$ cat src/core/tmc_regs.vh
`ifndef TMC_REGS_VH
`define TMC_REGS_VH

// register offsets
`define TMC_ADDR_CFG         8'h03
`define TMC_ADDR_RATE        8'h04
`define TMC_ADDR_IN_HI       8'h05
`define TMC_ADDR_IN_LO       8'h06
`define TMC_ADDR_OUT_HI_INT  8'h07
`define TMC_ADDR_OUT_LO_INT  8'h08
`define TMC_ADDR_CFG_ALIAS   8'h09
`define TMC_ADDR_RATE_ALIAS  8'h0A
`define TMC_ADDR_IN_HI_ALIAS 8'h0B
`define TMC_ADDR_IN_LO_ALIAS 8'h0C
`define TMC_ADDR_OUT_HI_ALIAS 8'h0D
`define TMC_ADDR_OUT_LO_ALIAS 8'h0E
`define TMC_ADDR_ONE_SHOT    8'h0F
`define TMC_ADDR_SPARE_A     8'h11
`define TMC_ADDR_SPARE_B     8'h12
`define TMC_ADDR_OUT_HI_FRAC 8'h13
`define TMC_ADDR_OUT_LO_FRAC 8'h14
`define TMC_ADDR_OUT_CRIT    8'h19
`define TMC_ADDR_IN_CRIT     8'h20
`define TMC_ADDR_CRIT_HYST   8'h21
// distance from an alias to its primary offset
`define TMC_ALIAS_OFFSET     8'h06

// reset values
`define TMC_RST_CFG          8'h00
`define TMC_RST_RATE         4'h6
`define TMC_RST_HI           8'h55
`define TMC_RST_LO           8'h00
`define TMC_RST_FRAC         3'h0
`define TMC_RST_SPARE        8'h00
`define TMC_RST_CRIT         8'h55
`define TMC_RST_HYST         8'h0A

// configuration bit positions
`define TMC_CFG_MASK_ALL     7
`define TMC_CFG_STANDBY      6
`define TMC_CFG_COMPARATOR   5
`define TMC_CFG_REC_OFF      4
`define TMC_CFG_RANGE        2
`define TMC_CFG_DAVG_OFF     1
// writable configuration bits (3 and 0 stay zero)
`define TMC_CFG_WMASK        8'hF6

// rate codes
`define TMC_RATE_MAX_CODE    4'hA
`define TMC_RATE_DFLT_TICKS  11'h040
`define TMC_RATE_SLOW_TICKS  11'h400

// timing: base tick is the 64 per second period
`define TMC_CLK_PERIOD_NS    8
`define TMC_TICK_PERIOD_NS   15625000
`define TMC_TICK_CYCLES      (`TMC_TICK_PERIOD_NS / `TMC_CLK_PERIOD_NS)

`endif

$ cat src/core/tmc_core.v
// Functional notes
// - configuration register at 03h and 09h, same behaviour, resets to zero.
// - global mask bit 7 holds alert off; status keeps updating.
// - bit 6 zero runs conversions, one enters standby with none except one-shots.
// - bit 5 selects comparator alert mode and overrides global mask.
// - bit 4 turns off series resistance correction on outer channel.
// - bit 2 selects plain binary or offset binary extended range.
// - bit 1 caps dynamic averaging at 1x.
// - rate register at 04h and 0Ah, 4-bit code, resets to 4 per second.
// - codes 0h-Ah give 1/16 to 64 per second; Bh-Fh give 1 per second.
// - temperature above high limit sets high status and alert.
// - temperature at or below low limit sets low status and alert.
// - limits at both aliases; outer limits have 3 fraction bits; high default 85.
// - limit changes in standby act only from the next conversion.
// - two scratch bytes read back what was written, nothing else.
// - one-shot write in standby while idle starts one conversion; reads zero.
// - one-shot writes in active mode are ignored.
// - temperature above a critical limit asserts critical output; defaults 85.
// - critical output ignores every mask.
// - critical output releases below critical limit minus hysteresis, default 10.
// - busy reads one during conversion and never drives the pins.
// - comparator alert follows only high limit, releases below high minus hysteresis.
`timescale 1ns/1ps
`include "tmc_regs.vh"
module tmc_core #(
    parameter TICK_CYCLES = `TMC_TICK_CYCLES
) (
    // clock and reset
    input wire core_clk_i,
    input wire reset_n_i,
    // register access from the serial bus engine
    input wire reg_wr_i,
    input wire reg_rd_i,
    input wire [7:0] reg_addr_i,
    input wire [7:0] reg_wdata_i,
    output reg [7:0] reg_rdata_o,
    // conversion engine
    output reg conv_start_o,
    input wire conv_done_i,
    input wire [10:0] inner_temp_i,
    input wire [10:0] outer_temp_i,
    input wire diode_fault_i,
    // converter settings
    output wire standby_o,
    output wire extended_range_o,
    output wire series_resistance_comp_off_o,
    output wire dynamic_averaging_off_o,
    output wire [3:0] sample_rate_code_o,
    output reg busy_o,
    // status towards the status register
    input wire status_clear_i,
    output reg [4:0] limit_status_o,
    output reg [1:0] crit_status_o,
    // pins, active low
    output reg alert_n_o,
    output reg crit_n_o
);
    localparam ST_IDLE = 2'b01;
    localparam ST_CONV = 2'b10;
    localparam CH_IN = 0;
    localparam CH_OUT = 1;

    reg [7:0] cfg_ff;
    reg [3:0] rate_ff;
    reg [7:0] in_hi_ff;
    reg [7:0] in_lo_ff;
    reg [7:0] out_hi_ff;
    reg [7:0] out_lo_ff;
    reg [2:0] out_hi_frac_ff;
    reg [2:0] out_lo_frac_ff;
    reg [7:0] spare_a_ff;
    reg [7:0] spare_b_ff;
    reg [7:0] out_crit_ff;
    reg [7:0] in_crit_ff;
    reg [7:0] hyst_ff;
    reg [1:0] state_ff;
    reg [1:0] nxt_state;
    reg nxt_start;
    reg [1:0] cmp_alert_ff;
    reg [1:0] nxt_cmp_alert;
    reg [1:0] nxt_crit;
    reg [4:0] nxt_status;
    reg nxt_alert_n;
    reg [7:0] nxt_rdata;

    wire [7:0] wr_addr;
    wire [7:0] rd_addr;
    wire cfg_wr;
    wire one_shot_wr;
    wire resume;
    wire timer_fire;
    wire start_req;
    wire timer_start;
    wire one_shot_start;
    wire [21:0] temp_bus;
    wire [21:0] high_bus;
    wire [21:0] low_bus;
    wire [15:0] crit_bus;
    wire [1:0] above_high;
    wire [1:0] at_low;
    wire [1:0] high_release;
    wire [1:0] above_crit;
    wire [1:0] crit_release;
    wire judge;
    wire [4:0] status_hits;
    wire [1:0] crit_set;
    wire [1:0] crit_clr;
    wire [1:0] cmp_set;
    wire [1:0] cmp_clr;

    // fold alias addresses onto the primary offset
    function [7:0] tmc_fold_addr;
        input [7:0] addr;
        begin
            if (addr >= `TMC_ADDR_CFG_ALIAS && addr <= `TMC_ADDR_OUT_LO_ALIAS) begin
                tmc_fold_addr = addr - `TMC_ALIAS_OFFSET;
            end else begin
                tmc_fold_addr = addr;
            end
        end
    endfunction

    assign wr_addr = tmc_fold_addr(reg_addr_i);
    assign rd_addr = tmc_fold_addr(reg_addr_i);
    assign cfg_wr = reg_wr_i && (wr_addr == `TMC_ADDR_CFG);
    assign one_shot_wr = reg_wr_i && (reg_addr_i == `TMC_ADDR_ONE_SHOT);
    assign resume = cfg_wr && cfg_ff[`TMC_CFG_STANDBY] && !reg_wdata_i[`TMC_CFG_STANDBY];

    assign standby_o = cfg_ff[`TMC_CFG_STANDBY];
    assign extended_range_o = cfg_ff[`TMC_CFG_RANGE];
    assign series_resistance_comp_off_o = cfg_ff[`TMC_CFG_REC_OFF];
    assign dynamic_averaging_off_o = cfg_ff[`TMC_CFG_DAVG_OFF];
    assign sample_rate_code_o = rate_ff;

    // register writes
    always @(posedge core_clk_i or negedge reset_n_i) begin
        if (!reset_n_i) begin
            cfg_ff <= `TMC_RST_CFG;
            rate_ff <= `TMC_RST_RATE;
            in_hi_ff <= `TMC_RST_HI;
            in_lo_ff <= `TMC_RST_LO;
            out_hi_ff <= `TMC_RST_HI;
            out_lo_ff <= `TMC_RST_LO;
            out_hi_frac_ff <= `TMC_RST_FRAC;
            out_lo_frac_ff <= `TMC_RST_FRAC;
            spare_a_ff <= `TMC_RST_SPARE;
            spare_b_ff <= `TMC_RST_SPARE;
            out_crit_ff <= `TMC_RST_CRIT;
            in_crit_ff <= `TMC_RST_CRIT;
            hyst_ff <= `TMC_RST_HYST;
        end else if (reg_wr_i) begin
            case (wr_addr)
                `TMC_ADDR_CFG: cfg_ff <= reg_wdata_i & `TMC_CFG_WMASK;
                `TMC_ADDR_RATE: rate_ff <= reg_wdata_i[3:0];
                `TMC_ADDR_IN_HI: in_hi_ff <= reg_wdata_i;
                `TMC_ADDR_IN_LO: in_lo_ff <= reg_wdata_i;
                `TMC_ADDR_OUT_HI_INT: out_hi_ff <= reg_wdata_i;
                `TMC_ADDR_OUT_LO_INT: out_lo_ff <= reg_wdata_i;
                `TMC_ADDR_OUT_HI_FRAC: out_hi_frac_ff <= reg_wdata_i[7:5];
                `TMC_ADDR_OUT_LO_FRAC: out_lo_frac_ff <= reg_wdata_i[7:5];
                `TMC_ADDR_SPARE_A: spare_a_ff <= reg_wdata_i;
                `TMC_ADDR_SPARE_B: spare_b_ff <= reg_wdata_i;
                `TMC_ADDR_OUT_CRIT: out_crit_ff <= reg_wdata_i;
                `TMC_ADDR_IN_CRIT: in_crit_ff <= reg_wdata_i;
                `TMC_ADDR_CRIT_HYST: hyst_ff <= reg_wdata_i;
                default: begin
                end
            endcase
        end
    end

    // read data, registered one cycle after the strobe
    always @* begin
        nxt_rdata = 8'h00;
        case (rd_addr)
            `TMC_ADDR_CFG: nxt_rdata = cfg_ff;
            `TMC_ADDR_RATE: nxt_rdata = {4'h0, rate_ff};
            `TMC_ADDR_IN_HI: nxt_rdata = in_hi_ff;
            `TMC_ADDR_IN_LO: nxt_rdata = in_lo_ff;
            `TMC_ADDR_OUT_HI_INT: nxt_rdata = out_hi_ff;
            `TMC_ADDR_OUT_LO_INT: nxt_rdata = out_lo_ff;
            `TMC_ADDR_OUT_HI_FRAC: nxt_rdata = {out_hi_frac_ff, 5'h00};
            `TMC_ADDR_OUT_LO_FRAC: nxt_rdata = {out_lo_frac_ff, 5'h00};
            `TMC_ADDR_ONE_SHOT: nxt_rdata = 8'h00;
            `TMC_ADDR_SPARE_A: nxt_rdata = spare_a_ff;
            `TMC_ADDR_SPARE_B: nxt_rdata = spare_b_ff;
            `TMC_ADDR_OUT_CRIT: nxt_rdata = out_crit_ff;
            `TMC_ADDR_IN_CRIT: nxt_rdata = in_crit_ff;
            `TMC_ADDR_CRIT_HYST: nxt_rdata = hyst_ff;
            default: nxt_rdata = 8'h00;
        endcase
    end

    always @(posedge core_clk_i or negedge reset_n_i) begin
        if (!reset_n_i) begin
            reg_rdata_o <= 8'h00;
        end else if (reg_rd_i) begin
            reg_rdata_o <= nxt_rdata;
        end
    end

    tmc_rate_timer #(
        .TICK_CYCLES(TICK_CYCLES),
        .CNT_W(32)
    ) u_rate_timer (
        .clk_i(core_clk_i),
        .reset_n_i(reset_n_i),
        .run_i(!cfg_ff[`TMC_CFG_STANDBY]),
        .restart_i(resume),
        .code_i(rate_ff),
        .fire_o(timer_fire)
    );

    // conversion sequencing
    assign timer_start = timer_fire && !cfg_ff[`TMC_CFG_STANDBY];
    assign one_shot_start = one_shot_wr && cfg_ff[`TMC_CFG_STANDBY];
    assign start_req = timer_start || one_shot_start || resume;

    always @* begin
        nxt_state = state_ff;
        nxt_start = 1'b0;
        case (state_ff)
            ST_IDLE: begin
                if (start_req) begin
                    nxt_state = ST_CONV;
                    nxt_start = 1'b1;
                end
            end
            ST_CONV: begin
                if (conv_done_i) begin
                    nxt_state = ST_IDLE;
                end
            end
            default: nxt_state = ST_IDLE;
        endcase
    end

    always @(posedge core_clk_i or negedge reset_n_i) begin
        if (!reset_n_i) begin
            state_ff <= ST_IDLE;
            conv_start_o <= 1'b0;
            busy_o <= 1'b0;
        end else begin
            state_ff <= nxt_state;
            conv_start_o <= nxt_start;
            busy_o <= (nxt_state == ST_CONV);
        end
    end

    // per channel compare, index 0 inner, 1 outer
    assign temp_bus = {outer_temp_i, inner_temp_i};
    assign high_bus = {out_hi_ff, out_hi_frac_ff, in_hi_ff, 3'b000};
    assign low_bus = {out_lo_ff, out_lo_frac_ff, in_lo_ff, 3'b000};
    assign crit_bus = {out_crit_ff, in_crit_ff};

    genvar ch;
    generate
        for (ch = 0; ch < 2; ch = ch + 1) begin : g_chan
            tmc_limit_cmp u_cmp (
                .temp_i(temp_bus[ch*11 +: 11]),
                .high_i(high_bus[ch*11 +: 11]),
                .low_i(low_bus[ch*11 +: 11]),
                .crit_i(crit_bus[ch*8 +: 8]),
                .hyst_i(hyst_ff),
                .above_high_o(above_high[ch]),
                .at_low_o(at_low[ch]),
                .high_release_o(high_release[ch]),
                .above_crit_o(above_crit[ch]),
                .crit_release_o(crit_release[ch])
            );
        end
    endgenerate

    // results count only at the end of a conversion of ours
    assign judge = conv_done_i && (state_ff == ST_CONV);
    assign status_hits = {above_high[CH_IN], at_low[CH_IN], above_high[CH_OUT],
        at_low[CH_OUT], diode_fault_i};
    assign crit_set = above_crit & {2{judge}};
    assign crit_clr = crit_release & {2{judge}};
    assign cmp_set = above_high & {2{judge}};
    assign cmp_clr = high_release & {2{judge}};

    // set has priority, release only below the hysteresis band
    function tmc_hyst_flag;
        input cur;
        input set;
        input rel;
        begin
            if (set) begin
                tmc_hyst_flag = 1'b1;
            end else if (rel) begin
                tmc_hyst_flag = 1'b0;
            end else begin
                tmc_hyst_flag = cur;
            end
        end
    endfunction

    // sticky status, set wins over a clear in the same cycle
    always @* begin
        nxt_status = limit_status_o;
        if (status_clear_i) begin
            nxt_status = 5'h00;
        end
        if (judge) begin
            nxt_status = nxt_status | status_hits;
        end
    end

    // per channel flags with hysteresis
    always @* begin
        nxt_crit[0] = tmc_hyst_flag(crit_status_o[0], crit_set[0], crit_clr[0]);
        nxt_crit[1] = tmc_hyst_flag(crit_status_o[1], crit_set[1], crit_clr[1]);
        nxt_cmp_alert[0] = tmc_hyst_flag(cmp_alert_ff[0], cmp_set[0], cmp_clr[0]);
        nxt_cmp_alert[1] = tmc_hyst_flag(cmp_alert_ff[1], cmp_set[1], cmp_clr[1]);
    end

    // comparator mode ignores the global mask
    always @* begin
        if (cfg_ff[`TMC_CFG_COMPARATOR]) begin
            nxt_alert_n = !(|nxt_cmp_alert);
        end else begin
            nxt_alert_n = !((|nxt_status) && !cfg_ff[`TMC_CFG_MASK_ALL]);
        end
    end

    always @(posedge core_clk_i or negedge reset_n_i) begin
        if (!reset_n_i) begin
            limit_status_o <= 5'h00;
            cmp_alert_ff <= 2'b00;
            crit_status_o <= 2'b00;
            alert_n_o <= 1'b1;
            crit_n_o <= 1'b1;
        end else begin
            limit_status_o <= nxt_status;
            cmp_alert_ff <= nxt_cmp_alert;
            crit_status_o <= nxt_crit;
            alert_n_o <= nxt_alert_n;
            crit_n_o <= !(|nxt_crit);
        end
    end
endmodule // tmc_core

$ cat src/core/tmc_limit_cmp.v
`timescale 1ns/1ps
module tmc_limit_cmp (
    // measured value and high/low limits 8.3 fixed point, critical limit and hysteresis integer only
    input wire [10:0] temp_i,
    input wire [10:0] high_i,
    input wire [10:0] low_i,
    input wire [7:0] crit_i,
    input wire [7:0] hyst_i,
    // compare results
    output wire above_high_o,
    output wire at_low_o,
    output wire high_release_o,
    output wire above_crit_o,
    output wire crit_release_o
);
    wire [11:0] temp_plus_hyst;

    // add instead of subtract so a small limit cannot wrap
    assign temp_plus_hyst = {1'b0, temp_i} + {1'b0, hyst_i, 3'b000};
    assign above_high_o = (temp_i > high_i);
    assign at_low_o = (temp_i <= low_i);
    assign high_release_o = (temp_plus_hyst < {1'b0, high_i});
    assign above_crit_o = (temp_i > {crit_i, 3'b000});
    assign crit_release_o = (temp_plus_hyst < {1'b0, crit_i, 3'b000});
endmodule // tmc_limit_cmp

$ cat src/core/tmc_rate_timer.v
`timescale 1ns/1ps
`include "tmc_regs.vh"
module tmc_rate_timer #(
    parameter TICK_CYCLES = `TMC_TICK_CYCLES,
    parameter CNT_W = 21
) (
    // clock and reset
    input wire clk_i,
    input wire reset_n_i,
    // control
    input wire run_i,
    input wire restart_i,
    input wire [3:0] code_i,
    // conversion request
    output reg fire_o
);
    reg [CNT_W-1:0] cyc_ff;
    reg [10:0] tick_ff;
    reg [3:0] code_ff;
    wire tick_end;
    wire restart;

    // ticks of 1/64 s per conversion interval
    function [10:0] tmc_interval;
        input [3:0] code;
        begin
            if (code <= `TMC_RATE_MAX_CODE) begin
                tmc_interval = `TMC_RATE_SLOW_TICKS >> code;
            end else begin
                tmc_interval = `TMC_RATE_DFLT_TICKS;
            end
        end
    endfunction

    assign tick_end = (cyc_ff == TICK_CYCLES[CNT_W-1:0] - 1'b1);
    assign restart = restart_i || !run_i || (code_i != code_ff);

    always @(posedge clk_i or negedge reset_n_i) begin
        if (!reset_n_i) begin
            cyc_ff <= {CNT_W{1'b0}};
            tick_ff <= 11'h000;
            code_ff <= `TMC_RST_RATE;
            fire_o <= 1'b0;
        end else begin
            code_ff <= code_i;
            fire_o <= 1'b0;
            if (restart) begin
                cyc_ff <= {CNT_W{1'b0}};
                tick_ff <= 11'h000;
            end else if (tick_end) begin
                cyc_ff <= {CNT_W{1'b0}};
                if (tick_ff == tmc_interval(code_i) - 1'b1) begin
                    tick_ff <= 11'h000;
                    fire_o <= 1'b1;
                end else begin
                    tick_ff <= tick_ff + 1'b1;
                end
            end else begin
                cyc_ff <= cyc_ff + 1'b1;
            end
        end
    end
endmodule // tmc_rate_timer

$ cat config.mk
export PLATFORM = sky130hd
export DESIGN_NAME = tmc_core
export DESIGN_NICKNAME = d
export VERILOG_FILES = /design/src/core/tmc_core.v /design/src/core/tmc_limit_cmp.v /design/src/core/tmc_rate_timer.v
export VERILOG_INCLUDE_DIRS = /design/src /design/src/core
export SDC_FILE = /design/constraint.sdc
export NUM_CORES = 1
export LEC_CHECK = 0
export BUFFER_PORTS_ARGS = -buffer_cell sky130_fd_sc_hd__buf_2
export CAP_MARGIN = 20
export CORE_MARGIN = 2
export CORE_UTILIZATION = 50
export DETAILED_ROUTE_END_ITERATION = 10
export GPL_TIMING_DRIVEN = 0
export PLACE_DENSITY_LB_ADDON = 0.3
export SYNTH_ARGS = -nofsm -noshare
export SYNTH_HDL_FRONTEND = slang
export SYNTH_SLANG_ARGS = --single-unit
$ cat constraint.sdc
create_clock -name core_clk_i -period 3.65 [get_ports core_clk_i]
set_input_delay 0.1825 -clock core_clk_i [delete_from_list [all_inputs] [get_ports core_clk_i]]
set_output_delay 0.1825 -clock core_clk_i [all_outputs]
set_load 0.02 [all_outputs]
==> results.py <==
metrics = {
    "status": {
        "outcome": "completed",
    },
    "clock_tree": {
        "cts_buffers": 17,
        "tritoncts": "yes",
        "cts-root-to-sink-buffers": 2,
        "worst_setup_hold_path_clk_slew_ns": 0.07,
        "cts_sinks": 159,
        "htreeDepth": 4,
        "root_buffer": "sky130_fd_sc_hd__clkbuf_16",
        "worstSkewPairLatency_ns": 0.43,
    },
    "timing": {
        "post-route-period-util_pct": 95.4,
        "worst_pin_slew_ns": 0.952,
        "unrepaired_setup_endpoints_after_global_routing": "no",
        "skew_ns": 0.0103,
        "final-max-slew-violation-count": 0,
        "relSlewSlack_pct": 36.0,
        "report.final.setup_viol": 0,
        "hold_ws_ns": 0.00271,
        "timing.fmax_ghz": 0.287,
        "timing_hold_violations_final": 0,
        "min_cycle_time_layout_ns": 3.48,
    },
    "critical_path": {
        "critical_path.endpoint_type": "flip-flop",
        "reg_to_reg_critical_path_startpoint": "sample_rate_code_o[0]",
        "worstReg2RegEnd": "u_rate_timer.tick_ff[7]",
        "cp_slowest_stage_delay_ns": 0.56,
        "cp_num_buf_inv": 4,
        "worst_path_most_repeated_cell": "sky130_fd_sc_hd__clkbuf_4",
        "path_class": "reg2reg",
        "worst_ep_arrival_time_ns": 3.81,
        "startpoint_type": "flip-flop",
        "crit_slowest_cell": "sky130_fd_sc_hd__or4_1",
        "crit_family": "simple AND/OR/NAND/NOR gates",
        "regToRegSetupSlack_ns": 0.17,
        "crit_fanout": 10,
        "required_ns": 3.97,
        "r2r_cells": 14,
        "timing.critical_path.cells": "clkbuf_4, clkbuf_4, nor2b_1, nand2_1, ha_1, xor2_1, o221ai_1, or4_1, a211o_1, o31ai_4, buf_4, buf_6, nor3b_1, a21o_1",
    },
    "cells_and_area": {
        "number_of_fill_cells_in_the_layout": 1813,
        "final_net_count": 1291,
        "final_util_pct": 58.0,
        "stdcell_count": 1421,
        "proportion_of_layout_cells_with_a_drive_suffix_above_1_pct": 21.9,
        "area_growth_syn_to_layout_pct": 13.0,
        "non_filler_cell_area_final_um2": 11900,
        "antenna_cells": 0,
    },
    "power": {
        "static_leakage_power_nw": 5.46,
        "irDropWorstVdd_mv": 0.331,
        "p_total_mw": 4.74,
        "powerDensity_nw_per_um2": 400,
    },
    "drt": {
        "postRouteWirelength_um": 27300,
        "drt_first_pass_iters": 7,
        "route.detailed.drc": 0,
        "vias": 8408,
        "detail_route.wirelength.met1_um": 12600,
        "drtAntennaViolNets": 0,
        "met2_length_um": 12500,
        "dr_wl_met3_um": 1600,
        "top_sig_layer": "met4",
        "viasPerCell": 5.92,
        "drtIter0Drc": 616,
        "routedWlPerCell_um": 19.2,
    },
    "synth": {
        "yosysSeqAreaShare_pct": 38.2,
        "synthDistinctLibCells": 80,
        "synth_top_area_share_pct": 32.0,
        "synth_largest_area_cell": "sky130_fd_sc_hd__dfrtp_1",
        "synth_ff_type": "sky130_fd_sc_hd__dfrtp_1",
        "post_synth_instance_area_um2": 10500,
        "count_of_flip_flops_with_a_built_in_enable_after_synthesis": 0,
        "syn_area_per_cell_um2": 10.0,
        "synth_seq_cells": 159,
        "yosysWarnings": 0,
        "synthArstFlopShare_pct": 100,
        "synthesized_nets": 1199,
        "yosys-top-cells-area": "sky130_fd_sc_hd__dfrtp_1 32%, sky130_fd_sc_hd__ha_1 13%, sky130_fd_sc_hd__mux2_2 8.8%, sky130_fd_sc_hd__dfstp_2 6.3%, sky130_fd_sc_hd__inv_1 2.8%",
        "synthesis.instances": 1046,
    },
    "die": {
        "io_pins": 72,
        "rows": 52,
        "die_h_um": 149,
        "die_x_um": 149,
        "initial_utilization_pct": 51.3,
        "floorplan.core_area_um2": 20400,
        "die-area_um2": 22100,
    },
    "global_routing": {
        "grt_use_total_pct": 25.6,
        "first_global_vias": 7952,
        "number_of_antenna_violations_at_the_first_check_in_global_routing": 0,
        "grt_pass1_wl_um": 43600,
        "globalRoute.totalOverflow": 0,
        "pin_count_of_the_biggest_net_entering_global_routing": 107,
    },
    "min_path": {
        "whs_endpoint": "limit_status_o[0]",
        "hold_start": "diode_fault_i",
        "worstHoldPathType": "in2reg",
        "worst_hold_path_cells": 2,
    },
    "placed_design": {
        "routabilityCongestion": 0.915,
        "numPortBuffers": 67,
        "area_after_dpl_um2": 11200,
        "placedCellCount": 1384,
        "hpwlAfterDp_um": 20800,
    },
    "job": {
        "count_of_maximum_capacitance_violations": 0,
    },
}
[worst max path at each step]
stage | from | end | slack (ns) | cells after the start
detailed placement | sample_rate_code_o[3] | u_rate_timer.tick_ff[7] | -0.13 | 13
finish | sample_rate_code_o[0] | u_rate_timer.tick_ff[7] | 0.17 | 14
floorplan | sample_rate_code_o[3] | u_rate_timer.tick_ff[3] | 0.25 | 13
global route | sample_rate_code_o[0] | u_rate_timer.tick_ff[7] | 0.01 | 14
global placement | sample_rate_code_o[3] | u_rate_timer.tick_ff[3] | -0.11 | 13
CTS | hyst_ff[1] | alert_n_o | 0.008 | 15
[state kept, by name (all words and copies together) (netlist names), 4 cells and up]
register / cells
cfg_ff: 6
hyst_ff: 8
in_crit_ff: 8
in_hi_ff: 8
in_lo_ff: 8
limit_status_o: 5
out_crit_ff: 8
out_hi_ff: 8
out_lo_ff: 8
reg_rdata_o: 8
sample_rate_code_o: 4
spare_a_ff: 8
spare_b_ff: 8
u_rate_timer.code_ff: 4
u_rate_timer.cyc_ff: 32
u_rate_timer.tick_ff: 11
[metal layers]
layer	global-route usage, %	up-vias
met3	4.56	42
met1	37.0	4103
li1	-	4015
met4	7.90	0
met2	39.3	248
met5	0	-
[area by class of cell]
class,instances,area [um^2],area share (%)
multi-input combinational,773,6020,50.8
sequential,159,4010,33.9
clock buffer,17,425,3.59
timing repair buffer,74,420,3.55
tap,270,338,2.85
inverter,79,297,2.50
clock inverter,15,170,1.44
buffer,34,164,1.38
[cell usage after synthesis, drive strengths merged, types with 8 or more instances]
cell / number
dfrtp: 134
ha: 106
mux2: 90
inv: 79
nand2: 78
nor2: 69
a21oi: 49
o21ai: 44
nand3: 31
xor2: 27
dfstp: 25
clkbuf: 23
xnor2: 23
nand4: 22
nor2b: 20
a21o: 19
nor4: 15
a221oi: 14
buf: 12
nor3: 12
or3: 12
a31oi: 11
and3: 11
nand2b: 8
[power breakdown]
part / leakage (nW) / internal [mW] / total [mW] / switching, mW
Combinational: 3.08 / 0.375 / 0.941 / 0.566
Sequential: 2.09 / 1.89 / 1.99 / 0.0971
Clock: 0.293 / 1.03 / 1.81 / 0.785
Total: 5.46 / 3.29 / 4.74 / 1.45
[cell usage in the layout, fill, tap and decap left out, types with 5 or more instances in the layout]
cell                        instances
sky130_fd_sc_hd__inv_6              6
sky130_fd_sc_hd__or3_1             12
sky130_fd_sc_hd__nor2b_1           19
sky130_fd_sc_hd__or4_1              6
sky130_fd_sc_hd__nand2b_1           8
sky130_fd_sc_hd__buf_1              5
sky130_fd_sc_hd__nor2_1            68
sky130_fd_sc_hd__mux2_4             8
sky130_fd_sc_hd__a222oi_1           7
sky130_fd_sc_hd__ha_1             106
sky130_fd_sc_hd__dfrtp_1          133
sky130_fd_sc_hd__a21oi_1           48
sky130_fd_sc_hd__a211oi_1           5
sky130_fd_sc_hd__and4_1             7
sky130_fd_sc_hd__a221oi_1          14
sky130_fd_sc_hd__a21o_1            19
sky130_fd_sc_hd__inv_1             77
sky130_fd_sc_hd__buf_2             68
sky130_fd_sc_hd__clkbuf_1          21
sky130_fd_sc_hd__buf_4              6
sky130_fd_sc_hd__xnor2_1           23
sky130_fd_sc_hd__a31oi_1           11
sky130_fd_sc_hd__nand2_1           75
sky130_fd_sc_hd__a22oi_1            7
sky130_fd_sc_hd__clkbuf_16         17
sky130_fd_sc_hd__dfstp_2           25
sky130_fd_sc_hd__xor2_1            27
sky130_fd_sc_hd__nand3_1           31
sky130_fd_sc_hd__o21ai_0           43
sky130_fd_sc_hd__nand4_1           21
sky130_fd_sc_hd__and3_1            11
sky130_fd_sc_hd__nor3_1            11
sky130_fd_sc_hd__o31ai_1            6
sky130_fd_sc_hd__mux2_2            82
sky130_fd_sc_hd__nor4_1            13
[kinds of logic after synthesis]
logic type | share of synthesized area (%)
AOI/OAI and AO/OA | 13.6
buffers and inverters | 4.37
xor gates and xnor gates | 4.18
adders and majority gates | 13.1
muxes | 10.0
and+or+nand+nor | 16.4
DFF | 38.2
[what timing repair did]
item                                    CTS  global route
gates resized for setup                   3             6
setup buffers                             1             4
endpoints found under the hold margin    47             0
endpoints found under the setup margin   12            12
hold buffers                              1             0
pin swaps                                 3             3
[stage by stage]
stage,setup slack (ns),setup TNS [ns]
3_3_place_gp,-0.114,-2.61
4_1_cts,0.00780,0
6_report,0.167,0
3_5_place_dp,-0.132,-0.953
5_1_grt,0.0114,0
2_1_floorplan,0.247,0
Note: power is estimated with default switching activity, not from simulation.
